--- config.mk ---
export PLATFORM = sky130hd
export DESIGN_NAME = ack_agility_auto_repeater
export DESIGN_NICKNAME = d
export VERILOG_FILES = /design/src/shared/ack_repeat_pkg.sv /design/src/rtl/ack_agility_auto_repeater.sv /design/src/rtl/ack_tune_select.sv
export SDC_FILE = /design/constraint.sdc
export NUM_CORES = 1
export LEC_CHECK = 0
export ABC_AREA = 1
export BUFFER_PORTS_ARGS = -buffer_cell sky130_fd_sc_hd__buf_2
export CAP_MARGIN = 20
export CORE_AREA = 2 2 89 91
export CTS_CLUSTER_DIAMETER = 80
export DETAILED_ROUTE_END_ITERATION = 12
export DIE_AREA = 0 0 91 93
export PLACE_DENSITY = 0.72
export RECOVER_POWER = 50
export SYNTH_ARGS = -nofsm -noshare
export SYNTH_HDL_FRONTEND = slang
export SYNTH_SLANG_ARGS = --single-unit
--- constraint.sdc ---
create_clock -name i_mclk -period 1.87 [get_ports i_mclk]
set_clock_uncertainty 0.1 [all_clocks]
set_input_delay 0.187 -clock i_mclk [delete_from_list [all_inputs] [get_ports i_mclk]]
set_output_delay 0.187 -clock i_mclk [all_outputs]
set_load 0.01 [all_outputs]
--- src/shared/ack_repeat_pkg.sv ---
// Package with register map, field positions and encodings for the ack agility and auto-repeater block.
package ack_repeat_pkg;

    // ------------------------------------------------------------------
    // Register map
    // ------------------------------------------------------------------
    localparam logic [7:0] RX_CONTROL_TWO_ADDR  = 8'h16;
    localparam logic [7:0] RX_CONTROL_TWO_RESET = 8'h00;

    // ------------------------------------------------------------------
    // Field positions of receive_control_two
    // ------------------------------------------------------------------
    localparam int BIT_RECEIVE_BUFFER_FULL = 7;
    localparam int BIT_DUPLICATE_REJECT    = 6;
    localparam int BIT_REPEATER_ENABLE     = 3;
    localparam int BIT_AUTO_ACK_ENABLE     = 2;
    localparam int BIT_ACK_CHANNEL_FOLLOW  = 1;
    localparam int BIT_ACK_RATE_FOLLOW     = 0;
    localparam logic [7:0] RX_CONTROL_TWO_WMASK = 8'h7F;

    // ------------------------------------------------------------------
    // Ack info octet layout and frame types
    // ------------------------------------------------------------------
    localparam int ACK_CHANNEL_LSB = 4;
    localparam int ACK_RATE_LSB    = 0;
    localparam logic [1:0] FRAME_TYPE_DATA    = 2'h1;
    localparam logic [1:0] FRAME_TYPE_COMMAND = 2'h3;
    localparam logic [1:0] SEEN_LIMIT         = 2'h2;

    typedef enum logic [1:0] {
        MODE_PACKET,
        MODE_RX_STREAM,
        MODE_TX_STREAM
    } trx_mode_t;

endpackage : ack_repeat_pkg

--- src/rtl/ack_agility_auto_repeater.sv ---
// Ack channel and rate agility plus auto-repeat decision logic with its control register.
`timescale 1ns/1ns
module ack_agility_auto_repeater
    import ack_repeat_pkg::*;
(
    input  wire logic        i_mclk,
    input  wire logic        i_reset_n,
    input  wire logic        i_clk_en,
    input  wire logic        i_reg_wr,
    input  wire logic        i_reg_rd,
    input  wire logic [7:0]  i_reg_addr,
    input  wire logic [7:0]  i_reg_wdata,
    input  wire logic        i_rx_done,
    input  wire logic [1:0]  i_frame_type,
    input  wire logic        i_ack_request_flag,
    input  wire logic        i_frame_repeat_request,
    input  wire logic        i_broadcast,
    input  wire logic [63:0] i_dest_addr,
    input  wire logic [7:0]  i_ack_info_octet,
    input  wire logic [1:0]  i_seen_count,
    input  wire logic [1:0]  i_trx_mode,
    input  wire logic [63:0] i_own_long_addr,
    input  wire logic [3:0]  i_channel_select,
    input  wire logic [3:0]  i_rate_select,
    input  wire logic        i_tx_done,
    output logic      [7:0]  o_reg_rdata,
    output logic             o_ack_start,
    output logic             o_repeat_start,
    output logic             o_deliver,
    output logic      [3:0]  o_tx_channel,
    output logic      [3:0]  o_tx_rate
);

    // ------------------------------------------------------------------
    // Control register
    // ------------------------------------------------------------------
    logic [7:0] ctrl_q, ctrl_d;
    logic [7:0] rdata_q, rdata_d;
    logic       hit;
    logic       eligible_type, to_me, streaming, too_many, repeat_ok;

    assign hit = (i_reg_addr == RX_CONTROL_TWO_ADDR);

    always_comb begin
        ctrl_d  = ctrl_q;
        rdata_d = rdata_q;
        if (i_reg_wr && hit) begin
            ctrl_d[6:0] = i_reg_wdata[6:0] & RX_CONTROL_TWO_WMASK[6:0];
            // Buffer-full is clearable only by writing one.
            if (i_reg_wdata[BIT_RECEIVE_BUFFER_FULL]) begin
                ctrl_d[BIT_RECEIVE_BUFFER_FULL] = 1'b0;
            end
        end
        // Hardware set wins over a simultaneous software clear only for a frame that is repeated.
        if (i_rx_done && (repeat_ok || !ctrl_q[BIT_RECEIVE_BUFFER_FULL])) begin
            ctrl_d[BIT_RECEIVE_BUFFER_FULL] = 1'b1;
        end
        if (i_reg_rd) begin
            rdata_d = hit ? ctrl_q : 8'h00;
        end
    end

    always_ff @(posedge i_mclk) begin
        if (!i_reset_n) begin
            ctrl_q  <= RX_CONTROL_TWO_RESET;
            rdata_q <= 8'h00;
        end else if (i_clk_en) begin
            ctrl_q  <= ctrl_d;
            rdata_q <= rdata_d;
        end
    end

    // ------------------------------------------------------------------
    // Repeat decision
    // ------------------------------------------------------------------
    // data and command
    assign eligible_type = (i_frame_type == FRAME_TYPE_DATA) || (i_frame_type == FRAME_TYPE_COMMAND);
    assign to_me     = !i_broadcast && (i_dest_addr == i_own_long_addr);
    assign streaming = (i_trx_mode == MODE_RX_STREAM) || (i_trx_mode == MODE_TX_STREAM);
    assign too_many  = ctrl_q[BIT_DUPLICATE_REJECT] && (i_seen_count > SEEN_LIMIT);
    assign repeat_ok = ctrl_q[BIT_REPEATER_ENABLE] && i_frame_repeat_request && eligible_type
                       && !to_me && !streaming && !too_many;

    // ------------------------------------------------------------------
    // Ack and repeat sequencing
    // ------------------------------------------------------------------
    logic       ack_start_q, ack_start_d;
    logic       rpt_start_q, rpt_start_d;
    logic       deliver_q, deliver_d;
    logic       ack_busy_q, ack_busy_d;
    logic [7:0] info_q, info_d;
    logic [3:0] chan_q, chan_d;
    logic [3:0] rate_q, rate_d;
    logic [3:0] sel_chan, sel_rate;

    ack_tune_select u_tune (
        .i_ack_active     (ack_busy_d),
        .i_chan_follow    (ctrl_q[BIT_ACK_CHANNEL_FOLLOW]),
        .i_rate_follow    (ctrl_q[BIT_ACK_RATE_FOLLOW]),
        .i_ack_info       (info_d),
        .i_channel_select (i_channel_select),
        .i_rate_select    (i_rate_select),
        .o_channel        (sel_chan),
        .o_rate           (sel_rate)
    );

    always_comb begin
        ack_start_d = 1'b0;
        rpt_start_d = 1'b0;
        deliver_d   = 1'b0;
        ack_busy_d  = ack_busy_q;
        info_d      = info_q;
        if (i_tx_done) begin
            ack_busy_d = 1'b0;
        end
        if (i_rx_done && !streaming) begin
            if (repeat_ok) begin
                rpt_start_d = 1'b1;
            end else begin
                deliver_d = 1'b1;
                if (ctrl_q[BIT_AUTO_ACK_ENABLE] && i_ack_request_flag) begin
                    ack_start_d = 1'b1;
                    ack_busy_d  = 1'b1;
                    info_d      = i_ack_info_octet;
                end
            end
        end
        chan_d = sel_chan;
        rate_d = sel_rate;
    end

    always_ff @(posedge i_mclk) begin
        if (!i_reset_n) begin
            ack_start_q <= 1'b0;
            rpt_start_q <= 1'b0;
            deliver_q   <= 1'b0;
            ack_busy_q  <= 1'b0;
            info_q      <= 8'h00;
            chan_q      <= 4'h0;
            rate_q      <= 4'h0;
        end else if (i_clk_en) begin
            ack_start_q <= ack_start_d;
            rpt_start_q <= rpt_start_d;
            deliver_q   <= deliver_d;
            ack_busy_q  <= ack_busy_d;
            info_q      <= info_d;
            chan_q      <= chan_d;
            rate_q      <= rate_d;
        end
    end

    assign o_reg_rdata    = rdata_q;
    assign o_ack_start    = ack_start_q;
    assign o_repeat_start = rpt_start_q;
    assign o_deliver      = deliver_q;
    assign o_tx_channel   = chan_q;
    assign o_tx_rate      = rate_q;

    // ------------------------------------------------------------------
    // Assertions
    // ------------------------------------------------------------------
    a_ack_channel_follow: assert property (@(posedge i_mclk) disable iff (!i_reset_n)
        (i_clk_en && o_ack_start && ctrl_q[BIT_ACK_CHANNEL_FOLLOW] && $stable(ctrl_q[BIT_ACK_CHANNEL_FOLLOW]))
        |-> o_tx_channel == info_q[ACK_CHANNEL_LSB +: 4])
        else $error("Ack channel not taken from ack info.");
    a_ack_rate_follow: assert property (@(posedge i_mclk) disable iff (!i_reset_n)
        (o_ack_start && ctrl_q[BIT_ACK_RATE_FOLLOW] && $stable(ctrl_q[BIT_ACK_RATE_FOLLOW]))
        |-> o_tx_rate == info_q[ACK_RATE_LSB +: 4])
        else $error("Ack rate not taken from ack info.");
    a_no_stream_repeat: assert property (@(posedge i_mclk) disable iff (!i_reset_n)
        (i_clk_en && streaming) |=> !o_repeat_start)
        else $error("Repeat started in streaming mode.");
    a_repeat_type_only: assert property (@(posedge i_mclk) disable iff (!i_reset_n)
        (i_clk_en && i_rx_done && !eligible_type) |=> !o_repeat_start)
        else $error("Non data or command frame repeated.");
    a_own_not_repeated: assert property (@(posedge i_mclk) disable iff (!i_reset_n)
        (i_clk_en && i_rx_done && to_me && !streaming) |=> (o_deliver && !o_repeat_start))
        else $error("Own unicast frame was repeated.");
    a_repeat_issued: assert property (@(posedge i_mclk) disable iff (!i_reset_n)
        (i_clk_en && i_rx_done && repeat_ok) |=> o_repeat_start)
        else $error("Eligible frame not repeated.");
    a_dup_limit: assert property (@(posedge i_mclk) disable iff (!i_reset_n)
        (i_clk_en && i_rx_done && too_many) |=> !o_repeat_start)
        else $error("Duplicate beyond limit repeated.");
    a_auto_ack_now: assert property (@(posedge i_mclk) disable iff (!i_reset_n)
        (i_clk_en && i_rx_done && !streaming && !repeat_ok && i_ack_request_flag
         && ctrl_q[BIT_AUTO_ACK_ENABLE]) |=> o_ack_start)
        else $error("Auto ack not started after reception.");
    a_tune_restore: assert property (@(posedge i_mclk) disable iff (!i_reset_n)
        (i_clk_en && !ack_busy_d) |=> (o_tx_channel == $past(i_channel_select)))
        else $error("Channel not restored after ack.");

endmodule : ack_agility_auto_repeater

--- src/rtl/ack_tune_select.sv ---
// Picks channel and rate for the next transmission from ack info or configuration.
`timescale 1ns/1ns
module ack_tune_select
    import ack_repeat_pkg::*;
(
    input  wire logic       i_ack_active,
    input  wire logic       i_chan_follow,
    input  wire logic       i_rate_follow,
    input  wire logic [7:0] i_ack_info,
    input  wire logic [3:0] i_channel_select,
    input  wire logic [3:0] i_rate_select,
    output logic      [3:0] o_channel,
    output logic      [3:0] o_rate
);

    always_comb begin
        o_channel = i_channel_select;
        o_rate    = i_rate_select;
        if (i_ack_active && i_chan_follow) begin
            o_channel = i_ack_info[ACK_CHANNEL_LSB +: 4];
        end
        if (i_ack_active && i_rate_follow) begin
            o_rate = i_ack_info[ACK_RATE_LSB +: 4];
        end
    end

endmodule : ack_tune_select

# After elaboration in Yosys (flattened, before gate mapping)

Cells that the tools add are included.

Logic and storage cells: 63
Input port bits: 176
Output and inout port bits: 19
Register bits: 36

Reductions and logical operators: 26
Eq/ne operators: 6
Multiplexer cells: 20
Magnitude comparators: 1

Operators with widths:

| kind                 | count |
|---|---|
| $eq A64 B64 Y1       | 1 |
| $mux W8              | 5 |
| $logic_and A1 B1 Y1  | 13 |
| $mux W1              | 13 |
| $eq A8 B5 Y1 const B | 1 |
| $mux W4              | 2 |
| $logic_not A1 Y1     | 5 |
| $eq A2 B1 Y1 const B | 2 |
| $eq A2 B2 Y1 const B | 2 |
| $reduce_and A2 Y1    | 2 |
| $reduce_bool A2 Y1   | 2 |
| $logic_or A1 B1 Y1   | 3 |
| $reduce_and A3 Y1    | 1 |
| $gt A2 B2 Y1 const B | 1 |

# Logic depth before layout (Yosys ltp)

Gate-level depths: netlist of run 1.

Depth in word-level cells: 10
Gate-level depth with buffers: 17
Depth with buffers taken out: 16

# Hierarchy

Synthesis of run 1 repeated with hierarchy kept, for this count alone.

Cell total of the unflattened synthesis: 519
Area, all modules: 2846.5 µm²

Modules (own cells, without submodules):

| module                    | cells each | sequential area each (µm²) | area an instance (µm²) | instances |
|---|---|---|---|---|
| ack_agility_auto_repeater | 492        | 720.7                      | 2712.6                 | 1 |
| ack_tune_select           | 27         | 0.0                        | 133.9                  | 1 |

# Least setup slack after synthesis of run 1

Ideal clock, no wire load.

Kind: flip-flop to flip-flop
From: register ctrl_q[3]
To: register rate_q[0], in the netlist o_tx_rate[0]
Cell stages (with the launch flop): 11
Library setup time: 0.128 ns
Data required time: 1.642 ns
Slack: 0.176 ns
Buffers on the path: 1
Clock period less this slack: 1.694 ns
Arrival: 1.465 ns
Cells stage by stage: dfxtp_1 -> nand3_1 -> a311oi_1 -> nand2_4 -> nand3_4 -> buf_6 -> nand2_1 -> nand2_1 -> nand2_1 -> nand3_1 -> a21oi_1

Longest elaborated chain between the ends: 9
Elaborated cells on any way between the ends: 11
Those cells by class: mux: 5; reduce/logical: 6

RTL lines:

| item                                 | RTL line                         | source |
|---|---|---|
| start, declared                      | ack_agility_auto_repeater.sv:37  | `logic [7:0] ctrl_q, ctrl_d;` |
| start signal, assigned               | ack_agility_auto_repeater.sv:68  | `ctrl_q <= ctrl_d;` |
| $logic_and A1 B1 Y1 (*) (2 in a row) | ack_agility_auto_repeater.sv:81  | `assign repeat_ok = ctrl_q[BIT_REPEATER_ENABLE] && i_frame_repeat_request && eligible_type` |
| $logic_and A1 B1 Y1 (*) (3 in a row) | ack_agility_auto_repeater.sv:82  | `&& !to_me && !streaming && !too_many;` |
| $mux W1                              | ack_agility_auto_repeater.sv:117 | `if (repeat_ok) begin` |
| $mux W1                              | ack_agility_auto_repeater.sv:116 | `if (i_rx_done && !streaming) begin` |
| $logic_and A1 B1 Y1                  | ack_tune_select.sv:22            | `if (i_ack_active && i_rate_follow) begin` |
| $mux W4 (*)                          | ack_tune_select.sv:22            |  |
| end signal, assigned                 | ack_agility_auto_repeater.sv:148 | `rate_q <= rate_d;` |
| end, declared                        | ack_agility_auto_repeater.sv:93  | `logic [3:0] rate_q, rate_d;` |

Mark *: on every way between the ends. The rest lies on a longest branch, timed or not.
A chain may end at the register's enable or synchronous reset.

# Worst setup path in the final report of run 1

Ends and elaborated chain as after synthesis.

==> results of run 1 <==
## per-layer routing
layer | part of all wire | up-vias
li1 | - | 1938
met1 | 0.41 | 1576
met2 | 0.51 | 116
met3 | 0.056 | 18
met4 | 0.022 | 0
met5 | 0 | -
## final timing paths
check | from | end | cells after the start
setup / recovery | ctrl_q[3] | o_tx_rate[0] | 11
hold / removal | i_reg_wdata[4] | ctrl_q[4] | 3
hold reg to reg | o_tx_channel[0] | o_tx_channel[0] | 2
setup reg to reg | ctrl_q[3] | o_tx_rate[0] | 11
## cell type report
| cell class | instances | area [µm²] | share of cell area |
|---|---|---|---|
| repair buffers | 204 | 1020 | 0.253 |
| clock inverters | 3 | 18.8 | 0.00465 |
| clock buffers | 5 | 68.8 | 0.0170 |
| multi-input cells | 354 | 1670 | 0.412 |
| inverters | 111 | 417 | 0.103 |
| well taps | 102 | 128 | 0.0316 |
| flip-flops and latches | 36 | 722 | 0.179 |
## worst min-delay path: cells and delay by family
| family | cells | cell delay [ps] |
|---|---|---|
| compound gates | 1 | 50 |
| buf+inv | 1 | 90 |
| simple gates | 1 | 50 |
## cell usage after synthesis (2+ instances only)
| master | number |
|---|---|
| a21oi_1 | 29 |
| buf_2 | 2 |
| clkbuf_1 | 4 |
| clkinv_1 | 2 |
| dfxtp_1 | 36 |
| inv_1 | 108 |
| nand2_1 | 177 |
| nand3_1 | 18 |
| nand4_1 | 13 |
| nor2_1 | 49 |
| nor2_2 | 4 |
| o211ai_1 | 8 |
| o21ai_0 | 17 |
| o21ai_1 | 2 |
| or2_2 | 11 |
| xnor2_1 | 18 |
| xor2_1 | 2 |
## flip-flops by register name, summed over array words and instances, names as in the netlist
signal / flops
ack_busy_q: 1
o_tx_rate: 4
info_q: 8
o_tx_channel: 4
o_repeat_start: 1
o_ack_start: 1
o_reg_rdata: 8
o_deliver: 1
ctrl_q: 8
## per-stage QoR
step	cell area, µm²	setup slack [ps]	util	cells	hold slack (ps)
5_1_grt	4040	-8.53	0.537	815	45.6
3_3_place_gp	3970	-114	0.528	807	346
4_1_cts	4060	37.1	0.539	815	33.0
6_report	4040	136	0.537	815	35.1
2_1_floorplan	2860	176	-	511	225
3_5_place_dp	3970	-149	0.528	807	353
## logic make-up after synthesis
group,share of synthesized area
buffers and inverters,0.168
XOR/XNOR,0.0613
flip-flops,0.252
AO/OA/AOI/OAI,0.114
AND/OR/NAND/NOR,0.405
## repair_timing
item | 4_1_cts | 5_1_grt
resized for setup | 0 | 2
hold buffers | 0 | 0
endpoints found under the setup margin | 0 | 14
## power breakdown
part	internal (mW)	switching [mW]	total [mW]
logic	0.270	0.271	0.542
registers	0.802	0.0173	0.819
clock network	0.260	0.292	0.551
total	1.33	0.580	1.91
==> flow_summary.json, run 1 <==
{
  "min_period_ps": 1730,
  "wl_mm": 8.37,
  "cp.arrival_ps": 1800,
  "cts.clk_slew.worst_paths_ps": 80,
  "crit_family": "simple AND/OR/NAND/NOR gates",
  "overflow": 0,
  "num_vias": 3648,
  "dpl.hpwl_mm": 7.23,
  "worstPathRequired_ps": 1930,
  "syn_inst": 511,
  "cts_root_buffer": "clkbuf_8",
  "cp_slowest_stage_delay_ps": 350,
  "rsz0062_at_grt": "yes",
  "yosys-top-cells-area": "dfxtp_1 (25%), nand2_1 (23%), inv_1 (14%)",
  "grt_most_used_layer": "met2",
  "grt_pass1_vias": 3473,
  "syn_area_um2": 2860,
  "ys_seq_area_frac": 0.252,
  "worstPathBufferInverterCount": 2,
  "ys.flop_type": "dfxtp_1",
  "cp_max_fo": 8,
  "crit_chain": "nand3_1 > a311oi_2 > buf_4 > nand2_4 > nand3_4 > buf_4 > nand2_1 > nand2_1 > nand2_1 > nand3_1 > a21oi_1",
  "cts_tree": "yes",
  "status": "finished clean",
  "die_h_um": 93,
  "period_share": 0.927,
  "cpMostUsedCell": "nand2_1",
  "cts_made_buffers": 5,
  "vdd_ir_drop_max_mv": 0.295,
  "area_growth_pct": 41.3,
  "antenna_found_initial": 0,
  "vias_per_cell": 4.48,
  "fillers": 824,
  "met1_usage": 0.212,
  "worstSetupPathType": "register to register",
  "synth_top_cell_area_share": 0.252,
  "cp-start-kind": "register",
  "track_usage": 0.192,
  "met2_usage": 0.371,
  "finalHoldViolCount": 0,
  "final_common_cell": "nand2_1",
  "fp.coreArea_um2": 7530,
  "h-tree-depth": 2,
  "drive_gt1_frac": 0.300,
  "setup_viol": 0,
  "ctsLongestPathBuffers": 2,
  "rows": 32,
  "drt_iter0_drc": 77,
  "dieWidth_um": 91,
  "synth_edf_count": 0,
  "grt_max_degree": 22,
  "worst_pin_slew_ps": 467,
  "wl_per_cell_um": 10.3,
  "place_congestion": 0.888,
  "initial_core_util": 0.380,
  "ys_seq_elements": 36,
  "cts.sinks": 36,
  "yosys_warnings": 0,
  "worstSkewPairLatency_ps": 300,
  "syn_nets": 687,
  "port_buffers": 193,
  "postCtsSetupBuffers": 0,
  "clock.fmax_mhz": 577,
  "synthArstFlopShare": 0,
  "maxCapViolations": 0,
  "crit_slowest_cell": "dfxtp_2",
  "grt_pass1_wl_mm": 13.7,
  "p_per_area_nw_per_um2": 473,
  "p_leak_nw": 2.37,
  "drc": 0,
  "nNetsFinal": 888,
  "final_cell_mix": "nand2_1 (177), buf_2 (174), inv_1 (108)",
  "firstDrtPassIters": 4,
  "final_max_slew_viol_count": 0,
  "die-area_um2": 8460,
  "ios": 195,
  "power_mw": 1.91,
  "avgSynthCellArea_um2": 5.59,
  "grtUsageMet3": 0.0314,
  "slew-limit-headroom": 0.689,
  "antennaDiodeCount": 0,
  "end_kind": "register",
  "tns_ps": 0,
  "synth_top_cell_by_area": "dfxtp_1",
  "hp-class": "input pin to register",
  "ant_nets": 0,
  "ys_types": 28,
  "r2r_slack_ps": 140
}
Note: power is estimated with default switching activity, not from simulation.
==> run 2, diff against run 1 <==
--- a/config.mk
+++ b/config.mk
@@ -8,10 +8,10 @@
 export ABC_AREA = 1
 export BUFFER_PORTS_ARGS = -buffer_cell sky130_fd_sc_hd__buf_2
 export CAP_MARGIN = 20
-export CORE_AREA = 2 2 89 91
+export CORE_AREA = 2 2 85 95
 export CTS_CLUSTER_DIAMETER = 80
 export DETAILED_ROUTE_END_ITERATION = 12
-export DIE_AREA = 0 0 91 93
+export DIE_AREA = 0 0 87 97
 export PLACE_DENSITY = 0.72
 export RECOVER_POWER = 50
 export SYNTH_ARGS = -nofsm -noshare
==> flow_summary.json, run 2 (synthesis gave the netlist of run 1 again) <==
{
  "ios": 195,
  "top_layer_used": "met4",
  "final_common_cell": "nand2_1",
  "stdcell_count": 798,
  "port_buffers": 193,
  "cts_root_buffer": "clkbuf_8",
  "vias_per_cell": 4.48,
  "drc": 0,
  "cts.clk_slew.worst_paths_ps": 70,
  "cp_slowest_stage_delay_ps": 340,
  "worstSetupPathType": "register to register",
  "status": "finished clean",
  "maxCapViolations": 0,
  "wl_mm": 8.24,
  "die-area_um2": 8440,
  "dieWidth_um": 87,
  "end_kind": "register",
  "crit_family": "simple AND/OR/NAND/NOR gates",
  "setup_viol": 0,
  "worstPathBufferInverterCount": 3,
  "worstPathRequired_ps": 1950,
  "wl_met3_um": 542,
  "cpMostUsedCell": "nand2_1",
  "antenna_found_initial": 0,
  "cts_made_buffers": 5,
  "antennaDiodeCount": 0,
  "drt-met1-wl_mm": 3.36,
  "dp_cells": 790,
  "vdd_ir_drop_max_mv": 0.401,
  "drt_iter0_drc": 73,
  "h-tree-depth": 2,
  "p_leak_nw": 2.36,
  "slew-limit-headroom": 0.655,
  "crit_chain": "nand3_1 > a311oi_2 > buf_4 > nand2_4 > nand3_4 > buf_6 > nand2_1 > nand2_1 > nand2_1 > o211ai_1 > inv_1",
  "grt_pass1_vias": 3286,
  "ctsLongestPathBuffers": 2,
  "dpl.hpwl_mm": 7.10,
  "cp.arrival_ps": 1780,
  "wl_per_cell_um": 10.3,
  "num_vias": 3579,
  "nNetsFinal": 886,
  "cts_tree": "yes",
  "ctsHoldBuffers": 0,
  "ant_nets": 0,
  "grt_pass1_wl_mm": 13.1,
  "worst_pin_slew_ps": 517,
  "firstDrtPassIters": 4,
  "cp_max_fo": 8,
  "fp.coreArea_um2": 7390,
  "place_congestion": 0.920,
  "clock.fmax_mhz": 587,
  "grt_max_degree": 25,
  "initial_core_util": 0.387,
  "final_max_slew_viol_count": 0,
  "min_period_ps": 1700,
  "area_growth_pct": 40.6,
  "final_cell_mix": "nand2_1 (177), buf_2 (174), inv_1 (108)",
  "track_usage": 0.187,
  "crit_slowest_cell": "dfxtp_2",
  "rows": 33,
  "period_share": 0.911,
  "die_h_um": 97,
  "drive_gt1_frac": 0.302,
  "finalHoldViolCount": 0,
  "worstSkewPairLatency_ps": 280,
  "p_per_area_nw_per_um2": 473,
  "hp-class": "input pin to register",
  "r2r_slack_ps": 170,
  "dr_wl_met2_mm": 4.24,
  "cp-start-kind": "register",
  "overflow": 0,
  "postCtsSetupBuffers": 0,
  "power_mw": 1.90,
  "cts.sinks": 36
}
[run 2: cell types whose count changed in the layout (fill, tap and decap cells not counted), sizes merged]
cell    delta
clkbuf     -1
buf        -1
[run 2: area by class of cell]
type | instances | area [µm²]
Fill cell | 763 | 3370
Multi-Input combinational cell | 354 | 1670
Timing Repair Buffer | 202 | 1010
Sequential cell | 36 | 722
Inverter | 111 | 417
Tap cell | 87 | 109
Clock buffer | 5 | 68.8
Clock inverter | 3 | 18.8
[run 2: worst register-to-register path, delay by kind of cell, from the launching register on]
family          cells  cell delay (ps)
simple gates        6              440
buf+inv             3              360
flops               1              340
compound gates      2              350
[run 2: through the flow]
stage | util | hold WS [ps] | worst slack, ps | instance area, µm² | setup TNS, ps
global route | 0.544 | 39.4 | -2.26 | 4020 | -4.35
global placement | 0.533 | 339 | -89.6 | 3940 | -662
finish | 0.544 | 42.5 | 166 | 4020 | 0
CTS | 0.545 | 33.8 | 47.9 | 4030 | 0
floorplan | - | 225 | 176 | 2860 | 0
detailed placement | 0.533 | 344 | -119 | 3940 | -1190
[run 2: layer usage]
layer,vias to the layer above,GRT usage
met2,100,0.350
met5,-,0
met3,10,0.0410
met4,0,0.0457
met1,1532,0.207
li1,1937,-
[run 2: repair_timing]
item / CTS / global route
hold endpoints to repair: 0 / 0
resized for setup: 0 / 5
endpoints found under the setup margin: 0 / 15
[run 2: worst paths after layout]
| path | end | from | cells after the start |
|---|---|---|---|
| setup / recovery | info_q[5] | ctrl_q[3] | 11 |
| hold / removal | ctrl_q[4] | i_reg_wdata[4] | 3 |
| setup reg to reg | info_q[5] | ctrl_q[3] | 11 |
| hold reg to reg | o_tx_channel[1] | o_tx_channel[1] | 2 |
[run 2: where the power goes]
part           total [mW]  switching, mW  internal (mW)
Sequential          0.818         0.0164          0.802
Clock               0.545          0.285          0.260
Combinational       0.540          0.271          0.269
==> run 3, diff against run 2 <==
--- a/config.mk
+++ b/config.mk
@@ -12,6 +12,7 @@
 export CTS_CLUSTER_DIAMETER = 80
 export DETAILED_ROUTE_END_ITERATION = 12
 export DIE_AREA = 0 0 87 97
+export HOLD_SLACK_MARGIN = 0.15
 export PLACE_DENSITY = 0.72
 export RECOVER_POWER = 50
 export SYNTH_ARGS = -nofsm -noshare
==> flow_summary.json, run 3 (synthesis gave the netlist of run 1 again) <==
{
  "maxCapViolations": 0,
  "antenna_found_initial": 0,
  "cp-start-kind": "register",
  "dp_cells": 790,
  "stdcell_count": 809,
  "vdd_ir_drop_max_mv": 0.412,
  "finalHoldViolCount": 0,
  "ant_nets": 0,
  "cts.sinks": 36,
  "p_per_area_nw_per_um2": 465,
  "ctsLongestPathBuffers": 2,
  "port_buffers": 193,
  "die-area_um2": 8440,
  "cts.clk_slew.worst_paths_ps": 80,
  "switching_share": 0.300,
  "clock.fmax_mhz": 587,
  "cpMostUsedCell": "nand2_1",
  "cts_root_buffer": "clkbuf_8",
  "cts_made_buffers": 5,
  "hold_ws_ps": 151,
  "hp-class": "input pin to register",
  "final_max_slew_viol_count": 0,
  "min_period_ps": 1700,
  "worstSkewPairLatency_ps": 280,
  "overflow": 0,
  "worstPathBufferInverterCount": 3,
  "cts_tree": "yes",
  "firstDrtPassIters": 4,
  "slew-limit-headroom": 0.658,
  "h-tree-depth": 2,
  "worstSetupPathType": "register to register",
  "track_usage": 0.191,
  "p_leak_nw": 2.41,
  "antennaDiodeCount": 0,
  "tns_ps": 0,
  "worst_pin_slew_ps": 512,
  "status": "finished clean",
  "setup_viol": 0,
  "wl_per_cell_um": 10.4,
  "cp_slowest_stage_delay_ps": 340,
  "grt_max_degree": 25,
  "cp_max_fo": 8,
  "wl_mm": 8.40,
  "nNetsFinal": 897,
  "area_growth_pct": 44.5,
  "crit_slowest_cell": "dfxtp_2",
  "grt_pass1_wl_mm": 13.4,
  "p_sw_mw": 0.576,
  "grt_pass1_vias": 3366,
  "period_share": 0.911,
  "num_vias": 3638,
  "dpl.hpwl_mm": 7.10,
  "final_common_cell": "nand2_1",
  "dieWidth_um": 87,
  "drc": 0,
  "combPwrFrac": 0.291,
  "seqPwrFrac": 0.426,
  "cp.arrival_ps": 1780,
  "worstPathRequired_ps": 1950,
  "crit_chain": "nand3_1 > a311oi_2 > buf_4 > nand2_4 > nand3_4 > buf_6 > nand2_1 > nand2_1 > nand2_1 > o211ai_1 > inv_1",
  "crit_family": "simple AND/OR/NAND/NOR gates",
  "clockPowerShare": 0.284,
  "drive_gt1_frac": 0.298,
  "final_cell_mix": "nand2_1 (177), buf_2 (174), inv_1 (108)",
  "postPlaceCellArea_um2": 3940,
  "internal-power_mw": 1.35,
  "drt_iter0_drc": 72,
  "rows": 33,
  "ios": 195,
  "place_congestion": 0.920,
  "fp.coreArea_um2": 7390,
  "stdcell_area_um2": 4130,
  "die_h_um": 97,
  "initial_core_util": 0.387,
  "end_kind": "register",
  "vias_per_cell": 4.50
}
[run 3: cell types whose count changed in the layout (fill, tap and decap cells not counted)]
cell	delta
dlygate4sd3_1	+11
[run 3: path summary, 6_finish.rpt]
check	from	depth (start not counted)	slack [ps]	endpoint
worst max-delay path	ctrl_q[3]	11	170	info_q[5]
worst min-delay path	i_channel_select[3]	5	150	o_tx_channel[3]
worst max register to register	ctrl_q[3]	11	170	info_q[5]
worst min register to register	o_tx_channel[1]	2	360	o_tx_channel[1]
[run 3: per-layer routing]
metal	global-route usage	up-vias	share of wire
li1	-	1959	-
met1	0.209	1569	0.40
met2	0.361	100	0.52
met3	0.0410	10	0.063
met4	0.0457	0	0.011
met5	0	-	0
[run 3: area by class of cell]
class                   count  area, µm²
clock inverters             3       18.8
repair buffers            213       1120
clock buffers               5       68.8
fillers                   751       3260
well taps                  87        109
flip-flops and latches     36        722
inverters                 111        417
multi-input cells         354       1670
[run 3: what timing repair did]
item	4_1_cts	5_1_grt
hold buffers	11	0
buffers inserted	0	0
endpoints found under the hold margin	11	0
resized for setup	0	5
setup endpoints to repair	0	15
[run 3: power groups by stage]
| stage | clock network [mW] | registers (mW) | logic, mW |
|---|---|---|---|
| floorplan | 0 | 0.844 | 0.265 |
| global placement | 0 | 0.835 | 0.530 |
| detailed placement | 0 | 0.835 | 0.547 |
| CTS | 0.562 | 0.818 | 0.566 |
| global route | 0.598 | 0.823 | 0.634 |
| finish | 0.545 | 0.818 | 0.558 |
[run 3: worst reg2reg max path: stages (launching register included)]
cell	delay [ps]
dfxtp_2	340
nand3_1	80
a311oi_2	260
buf_4	170
nand2_4	60
nand3_4	100
buf_6	140
nand2_1	60
nand2_1	80
nand2_1	60
o211ai_1	90
inv_1	50
[run 3: metrics by stage]
step	setup WS, ps	total power, mW	util
6_report	166	1.92	0.559
5_1_grt	-2.26	2.06	0.559
4_1_cts	47.9	1.95	0.560
3_5_place_dp	-119	1.38	0.533
3_3_place_gp	-89.6	1.36	0.533
2_1_floorplan	176	1.11	-
